==> config.mk <==
export PLATFORM = sky130hd
export DESIGN_NAME = pcirq_top
export DESIGN_NICKNAME = d
export VERILOG_FILES = /design/src/design/pcirq_pkg.sv /design/src/design/pcirq_top.sv
export SDC_FILE = /design/constraint.sdc
export NUM_CORES = 1
export LEC_CHECK = 0
export ABC_CLOCK_PERIOD_IN_PS = 17450
export BUFFER_PORTS_ARGS = -buffer_cell sky130_fd_sc_hd__buf_2
export CORE_MARGIN = 2
export CORE_UTILIZATION = 35
export CTS_CLUSTER_DIAMETER = 40
export DETAILED_ROUTE_END_ITERATION = 8
export GPL_TIMING_DRIVEN = 0
export PLACE_DENSITY = 0.58
export REMOVE_ABC_BUFFERS = 1
export SLEW_MARGIN = 20
export SYNTH_ARGS = -nofsm -noshare
export SYNTH_HDL_FRONTEND = slang
export SYNTH_SLANG_ARGS = --single-unit
==> constraint.sdc <==
create_clock -name clock -period 17.45 [get_ports clock]
set_input_delay 4.3625 -clock clock [delete_from_list [all_inputs] [get_ports clock]]
set_output_delay 4.3625 -clock clock [all_outputs]
set_load 0.01 [all_outputs]
==> src/design/pcirq_pkg.sv <==
// Package for the pin-change interrupt aggregator: register map, bit positions, types.
// Assumes a 32-bit APB register bus; every register is one aligned word.
package pcirq_pkg;
  // Port widths of the extended ports
  localparam int PCIRQ_A_W = 6;
  localparam int PCIRQ_E_W = 6;
  localparam int PCIRQ_G_W = 8;
  localparam int PCIRQ_SUB_W = 8;
  localparam int PCIRQ_PL_W = 4;
  localparam int PCIRQ_NSUB = 4;
  localparam int PCIRQ_USER_W = 8;
  // Port-level bit positions
  localparam int PCIRQ_BIT_A = 0;
  localparam int PCIRQ_BIT_E = 1;
  localparam int PCIRQ_BIT_G = 2;
  localparam int PCIRQ_BIT_J = 3;
  localparam int PCIRQ_BIT_K = 4;
  localparam int PCIRQ_BIT_PL = 5;
  localparam logic [7:0] PCIRQ_PORT_BITS = 8'h3F;
  // Byte addresses
  localparam logic [7:0] PCIRQ_ADDR_FLAGS = 8'h00;
  localparam logic [7:0] PCIRQ_ADDR_CTRL = 8'h04;
  localparam logic [7:0] PCIRQ_ADDR_MASK = 8'h08;
  localparam logic [7:0] PCIRQ_ADDR_UFLAGS = 8'h0C;
  localparam logic [7:0] PCIRQ_ADDR_UCTRL = 8'h10;
  localparam logic [7:0] PCIRQ_ADDR_UMASK = 8'h14;
  localparam logic [7:0] PCIRQ_ADDR_EN_A = 8'h20;
  localparam logic [7:0] PCIRQ_ADDR_EN_E = 8'h24;
  localparam logic [7:0] PCIRQ_ADDR_EN_G = 8'h28;
  localparam logic [7:0] PCIRQ_ADDR_EN_J0 = 8'h2C;
  localparam logic [7:0] PCIRQ_ADDR_EN_K0 = 8'h3C;
  localparam logic [7:0] PCIRQ_ADDR_EN_PL = 8'h4C;
  localparam logic [7:0] PCIRQ_RESET_VAL = 8'h00;
  localparam logic [31:0] PCIRQ_ZERO32 = 32'h0000_0000;

  typedef struct packed {
    logic [PCIRQ_A_W-1:0] a;
    logic [PCIRQ_E_W-1:0] e;
    logic [PCIRQ_G_W-1:0] g;
    logic [PCIRQ_NSUB*PCIRQ_SUB_W-1:0] j;
    logic [PCIRQ_NSUB*PCIRQ_SUB_W-1:0] k;
    logic [PCIRQ_PL_W-1:0] pl;
  } pcirq_pins_t;

  typedef struct packed {
    logic port_irq;
    logic user_irq;
  } pcirq_irq_t;
endpackage : pcirq_pkg

==> src/design/pcirq_top.sv <==
// Pin-change interrupt aggregator: per-pin enables, port-level and user-block
// flag/control/mask registers, APB slave. Pins are synchronous to clock.

// Overview of operation
// - Every pin of each extended port is watched for level changes.
// - Per-pin enable register per port and per J/K sub-port; cleared bit blocks that pin's notification.
// - Port-level bit 0 port A, 1 port E, 2 port G, 5 PLL port.
// - Bit 3 ORs all J sub-ports; bit 4 ORs all K sub-ports.
// - Port flag sets on notification only while its mask bit is set.
// - Port and user flags clear on write-one; write-zero leaves them.
// - Port interrupt raised while any flag bit and its control bit set.
// - User-block requests gathered in a separate collector module.
// - User-block bit meanings are defined by whoever builds the blocks.
// - User flag sets on notification only while its mask bit is set.
// - User interrupt raised while any user flag and control bit set.
// - All interrupt mask, control, enable and flag registers reset to zero.
module pcirq_user_collector import pcirq_pkg::*; (
  // Clock and reset
  input wire logic clock,
  input wire logic rst_sync_n,
  // Sources
  input wire logic [PCIRQ_USER_W-1:0] user_req,
  // Register writes
  input wire logic wr_flags,
  input wire logic wr_ctrl,
  input wire logic wr_mask,
  input wire logic [PCIRQ_USER_W-1:0] wdata,
  // State
  output logic [PCIRQ_USER_W-1:0] flags_ff,
  output logic [PCIRQ_USER_W-1:0] ctrl_ff,
  output logic [PCIRQ_USER_W-1:0] mask_ff,
  output logic irq_ff
);
  // Meaning of each bit belongs to the user-block build
  logic [PCIRQ_USER_W-1:0] nxt_flags;
  logic [PCIRQ_USER_W-1:0] clr;

  always_comb begin
    clr = wr_flags ? wdata : '0;
    nxt_flags = (flags_ff & ~clr) | (user_req & mask_ff);
  end

  always_ff @(posedge clock or negedge rst_sync_n) begin
    if (!rst_sync_n) begin
      flags_ff <= '0;
      ctrl_ff <= '0;
      mask_ff <= '0;
      irq_ff <= 1'b0;
    end else begin
      flags_ff <= nxt_flags;
      if (wr_ctrl) ctrl_ff <= wdata;
      if (wr_mask) mask_ff <= wdata;
      irq_ff <= |(nxt_flags & ctrl_ff);
    end
  end
endmodule : pcirq_user_collector

module pcirq_top import pcirq_pkg::*; (
  // Clock and reset
  input wire logic clock,
  input wire logic rst_n,
  // APB slave
  input wire logic psel,
  input wire logic penable,
  input wire logic pwrite,
  input wire logic [7:0] paddr,
  input wire logic [31:0] pwdata,
  output logic [31:0] prdata,
  output logic pready,
  output logic pslverr,
  // Extended port pins
  input wire pcirq_pins_t pins,
  // User-block requests
  input wire logic [PCIRQ_USER_W-1:0] user_req,
  // Interrupts
  output pcirq_irq_t irq
);
  localparam int NEN = 3 + 2*PCIRQ_NSUB + 1;
  localparam int NPINS = $bits(pcirq_pins_t);

  logic rst_meta_ff;
  logic rst_sync_n;
  logic [NPINS-1:0] pin_prev_ff;
  logic [7:0] en_ff [NEN];
  logic [7:0] flags_ff, ctrl_ff, mask_ff;
  logic port_irq_ff;
  logic [31:0] prdata_ff;
  logic pready_ff, pslverr_ff;
  logic [PCIRQ_USER_W-1:0] uflags, uctrl, umask;
  logic user_irq;
  logic [7:0] notify;
  logic [7:0] nxt_flags;
  logic wr_acc, rd_setup;
  logic [31:0] nxt_rdata;
  logic nxt_err;

  // Per-port pin change vector, pins zero-extended to eight bits
  function automatic logic [7:0] chg8(input logic [7:0] cur, input logic [7:0] prv,
                                      input logic [7:0] en);
    return (cur ^ prv) & en;
  endfunction

  // Index of an enable register, or NEN when not one
  function automatic int en_index(input logic [7:0] addr);
    int idx;
    idx = NEN;
    if (addr >= PCIRQ_ADDR_EN_A && addr <= PCIRQ_ADDR_EN_PL && addr[1:0] == 2'b00)
      idx = int'((addr - PCIRQ_ADDR_EN_A) >> 2);
    return idx;
  endfunction

  always_ff @(posedge clock or negedge rst_n) begin
    if (!rst_n) begin
      rst_meta_ff <= 1'b0;
      rst_sync_n <= 1'b0;
    end else begin
      rst_meta_ff <= 1'b1;
      rst_sync_n <= rst_meta_ff;
    end
  end

  // Previous sample; first cycle after reset sees no change
  logic primed_ff;
  always_ff @(posedge clock or negedge rst_sync_n) begin
    if (!rst_sync_n) begin
      pin_prev_ff <= '0;
      primed_ff <= 1'b0;
    end else begin
      pin_prev_ff <= pins;
      primed_ff <= 1'b1;
    end
  end

  // Pin changes qualified by enables, folded into port-level bits
  pcirq_pins_t prv;
  always_comb begin
    logic [7:0] c;
    c = '0;
    prv = pcirq_pins_t'(pin_prev_ff);
    notify = '0;
    c = chg8(8'(pins.a), 8'(prv.a), en_ff[0]);
    notify[PCIRQ_BIT_A] = |c;
    c = chg8(8'(pins.e), 8'(prv.e), en_ff[1]);
    notify[PCIRQ_BIT_E] = |c;
    c = chg8(pins.g, prv.g, en_ff[2]);
    notify[PCIRQ_BIT_G] = |c;
    for (int s = 0; s < PCIRQ_NSUB; s++) begin
      c = chg8(pins.j[s*8 +: 8], prv.j[s*8 +: 8], en_ff[3+s]);
      notify[PCIRQ_BIT_J] = notify[PCIRQ_BIT_J] | (|c);
      c = chg8(pins.k[s*8 +: 8], prv.k[s*8 +: 8], en_ff[3+PCIRQ_NSUB+s]);
      notify[PCIRQ_BIT_K] = notify[PCIRQ_BIT_K] | (|c);
    end
    c = chg8(8'(pins.pl), 8'(prv.pl), en_ff[NEN-1]);
    notify[PCIRQ_BIT_PL] = |c;
    if (!primed_ff) notify = '0;
  end

  // APB decode: zero-wait access, writes take effect in the access cycle
  assign wr_acc = psel && penable && pwrite;
  assign rd_setup = psel && !penable;

  // Set wins over a simultaneous write-one clear
  always_comb begin
    nxt_flags = flags_ff;
    if (wr_acc && paddr == PCIRQ_ADDR_FLAGS) nxt_flags = flags_ff & ~pwdata[7:0];
    nxt_flags = (nxt_flags | (notify & mask_ff)) & PCIRQ_PORT_BITS;
  end

  always_ff @(posedge clock or negedge rst_sync_n) begin
    if (!rst_sync_n) begin
      flags_ff <= PCIRQ_RESET_VAL;
      port_irq_ff <= 1'b0;
    end else begin
      flags_ff <= nxt_flags;
      port_irq_ff <= |(nxt_flags & ctrl_ff);
    end
  end

  // Full-byte writes only; software does read-modify-write for single bits
  always_ff @(posedge clock or negedge rst_sync_n) begin
    if (!rst_sync_n) begin
      ctrl_ff <= PCIRQ_RESET_VAL;
      mask_ff <= PCIRQ_RESET_VAL;
      for (int i = 0; i < NEN; i++) en_ff[i] <= PCIRQ_RESET_VAL;
    end else if (wr_acc) begin
      if (paddr == PCIRQ_ADDR_CTRL) ctrl_ff <= pwdata[7:0] & PCIRQ_PORT_BITS;
      if (paddr == PCIRQ_ADDR_MASK) mask_ff <= pwdata[7:0] & PCIRQ_PORT_BITS;
      for (int i = 0; i < NEN; i++)
        if (en_index(paddr) == i) en_ff[i] <= pwdata[7:0];
    end
  end

  pcirq_user_collector u_collect (
    .clock(clock),
    .rst_sync_n(rst_sync_n),
    .user_req(user_req),
    .wr_flags(wr_acc && paddr == PCIRQ_ADDR_UFLAGS),
    .wr_ctrl(wr_acc && paddr == PCIRQ_ADDR_UCTRL),
    .wr_mask(wr_acc && paddr == PCIRQ_ADDR_UMASK),
    .wdata(pwdata[PCIRQ_USER_W-1:0]),
    .flags_ff(uflags),
    .ctrl_ff(uctrl),
    .mask_ff(umask),
    .irq_ff(user_irq)
  );

  // Read mux; unmapped addresses answer with an error
  always_comb begin
    int ei;
    ei = en_index(paddr);
    nxt_rdata = PCIRQ_ZERO32;
    nxt_err = 1'b0;
    case (paddr)
      PCIRQ_ADDR_FLAGS: nxt_rdata[7:0] = flags_ff;
      PCIRQ_ADDR_CTRL: nxt_rdata[7:0] = ctrl_ff;
      PCIRQ_ADDR_MASK: nxt_rdata[7:0] = mask_ff;
      PCIRQ_ADDR_UFLAGS: nxt_rdata[7:0] = uflags;
      PCIRQ_ADDR_UCTRL: nxt_rdata[7:0] = uctrl;
      PCIRQ_ADDR_UMASK: nxt_rdata[7:0] = umask;
      default: begin
        if (ei < NEN) nxt_rdata[7:0] = en_ff[ei];
        else nxt_err = 1'b1;
      end
    endcase
  end

  // Answer registered in setup so every output is a flip-flop
  always_ff @(posedge clock or negedge rst_sync_n) begin
    if (!rst_sync_n) begin
      prdata_ff <= PCIRQ_ZERO32;
      pready_ff <= 1'b0;
      pslverr_ff <= 1'b0;
    end else begin
      pready_ff <= rd_setup;
      if (rd_setup) begin
        prdata_ff <= pwrite ? PCIRQ_ZERO32 : nxt_rdata;
        pslverr_ff <= nxt_err;
      end else begin
        pslverr_ff <= 1'b0;
      end
    end
  end

  assign prdata = prdata_ff;
  assign pready = pready_ff;
  assign pslverr = pslverr_ff;
  assign irq.port_irq = port_irq_ff;
  assign irq.user_irq = user_irq;
endmodule : pcirq_top

==> metrics <==
status finished clean; post-synthesis sequential area ratio 0.550; Design Area, Final 0.0134 mm2; WP data required 17,860 ps; setup tns final 0 ps; clock sinks 241; hold_buf cts 0; DIE AREA 0.0328 mm2; most common library cells after synthesis 241 x dfrtp_1, 117 x mux2_2, 88 x xor2_1, 51 x a22oi_1, 47 x nand2_1; area of all sequential standard cells 0.00603 mm2; LEAKAGE 0.00632 uW; I/O Buffers 128; Core Rows 64; global-route wire length before repair 46.8 mm; ys async rst share 1.00; Yosys top cell by area dfrtp_1; vias in the first global route 7,961; RSZ-0062 raised after global routing no; Netlist Area Pre-Place 0.0110 mm2; total CTS buffers 39; post-synthesis register bit count 241; Chip Height 181 um; Final GP Congestion 0.834; PwrDens 113 mW/mm2; hpwl dp 21.1 mm; Final Max Tran Viols 0; Mean Syn Cell Area 12.6 um2; CP Capture Type flop; wire per inst 21.0 um; Multi-input gate area 0.00463 mm2; Mapped Cells 873; drt total wl 30.0 mm; EDFF count, synth 0; vias 7,592; type of the tightest min-delay check reg -> async; Final min period 7610 ps; Power Total 1510 uW; nets 1,144; Routed Antenna Nets 0; FILL cells 2,927; top-count cell post-synth dfrtp_1; post-DR vias/cell 5.32; Initial Utilization 0.357; clock skew 18.8 ps; CP Launch Type input port; Ports 177; period utilization 0.436; antenna violations before repair 0; Synth Warn # 0; Clock Tree Buf Depth 3; Rel. slew slack 0.288; Max Cap Violations 0; CTS root buffer clkbuf_16; # setup viols final 0; fmax 0.131 GHz; DR iter-0 viols 503; Die Wd 181 um; CP Max Fanout 22; GRT Total Usage 0.186; cells taking the most area after synthesis dfrtp_1 55%, mux2_2 12%, xor2_1 7.0%; Reg clk slew, reported paths 50 ps; Worst EP arrival 8010 ps; H-Tree Depth 2; area of the core 0.0307 mm2; CTS tree yes; largest net degree at the start of global routing 56; Clock Latency Late Sink 540 ps; Yosys cell types 55; total grt overflow 0; critical path class in -> reg; DRC viols 0; ys flop type dfrtp_1; Yosys top cell area share 0.550; Area Overhead vs Synth 21.9%; post-CTS setup buffers 0; Initial DRT Pass Iterations 5; Worst-Margin Slew 1070 ps; # resized after CTS 0; final hold vios 0; Peak supply drop 0.104 mV; ant diodes 0; layout cells sized above 1 0.322; area post-placement 0.0119 mm2
critical path, cell delays in order:
cell,delay [ps]
buf_2,290
inv_1,190
ha_1,250
ha_1,190
nor4_1,260
and2_1,780
nand2_1,590
o221ai_1,490
nand3_1,190
a221o_1,390
cell type report:
cell class	count	share of cell area
well taps	396	0.0370
flip-flops and latches	241	0.451
repair buffers	132	0.0561
multi-input cells	580	0.346
inverters	7	0.00196
clock buffers	52	0.0826
clock inverters	20	0.0249
per-stage QoR:
stage	hold WS [ps]	utilization	setup slack, ps	std cells
6_report	343	0.435	9840	1428
3_3_place_gp	338	0.384	7270	1352
4_1_cts	354	0.435	9960	1428
3_5_place_dp	341	0.388	9400	1356
5_1_grt	356	0.435	9620	1428
2_1_floorplan	331	-	10240	828
registers in the layout, indices dropped and copies added, names as in the netlist, 6 cells and up:
name,count
en_ff,96
u_collect.flags_ff,8
u_collect.ctrl_ff,8
ctrl_ff,6
flags_ff,6
prdata,8
pin_prev_ff,88
u_collect.mask_ff,8
mask_ff,6
path summary, 6_finish.rpt:
kind / from / depth (start not counted) / slack [ps] / to
max: paddr[5] / 10 / 9840 / prdata[3]
min: rst_sync_n / 0 / 340 / pin_prev_ff[55]
max reg2reg: pin_prev_ff[58] / 6 / 14980 / port_irq_ff
min reg2reg: rst_sync_n / 0 / 340 / pin_prev_ff[55]
max in group asynchronous: rst_n / 1 / 13740 / rst_sync_n
min in group clock: rst_meta_ff / 0 / 350 / rst_sync_n
cell families after synthesis:
family / Yosys count / synth area share
multiplexers: 156 / 0.157
AO/OA/AOI/OAI: 164 / 0.110
AND/OR/NAND/NOR: 144 / 0.0733
flip-flops: 241 / 0.550
buffers and inverters: 76 / 0.0372
XOR/XNOR: 88 / 0.0703
other: 2 / 0.000685
adder cells (fa/ha/maj): 2 / 0.00228
cell usage in the layout (no fill, tap or decap), types with 5 or more instances in the layout:
cell type and count:
a22o_1 8, o21ai_0 18, and3_1 9, nor2b_1 6
conb_1 26, mux2i_1 31, a32oi_1 5, clkbuf_16 39
mux2_1 8, a221oi_1 5, nand3_1 13, a31oi_1 11
xor2_1 88, clkbuf_1 5, a21oi_1 22, a22oi_1 51
nor2_1 16, clkbuf_8 8, nor3_1 6, o221ai_1 15
dfrtp_1 240, nand2_1 47, buf_2 128, mux2_2 117
inv_1 7, nand4_1 19, bufinv_16 7
report_power, final:
part	switching, uW	internal (uW)	total (uW)
clock network	282	553	835
logic	56.4	31.8	88.2
registers	11.5	577	588
total	350	1160	1510
routing by layer:
| layer | share of wire | GRT usage |
|---|---|---|
| met5 | 0 | 0 |
| met4 | 0.032 | 0.0702 |
| met1 | 0.47 | 0.264 |
| met2 | 0.43 | 0.277 |
| met3 | 0.066 | 0.0421 |
Note: power is estimated with default switching activity, not from simulation.
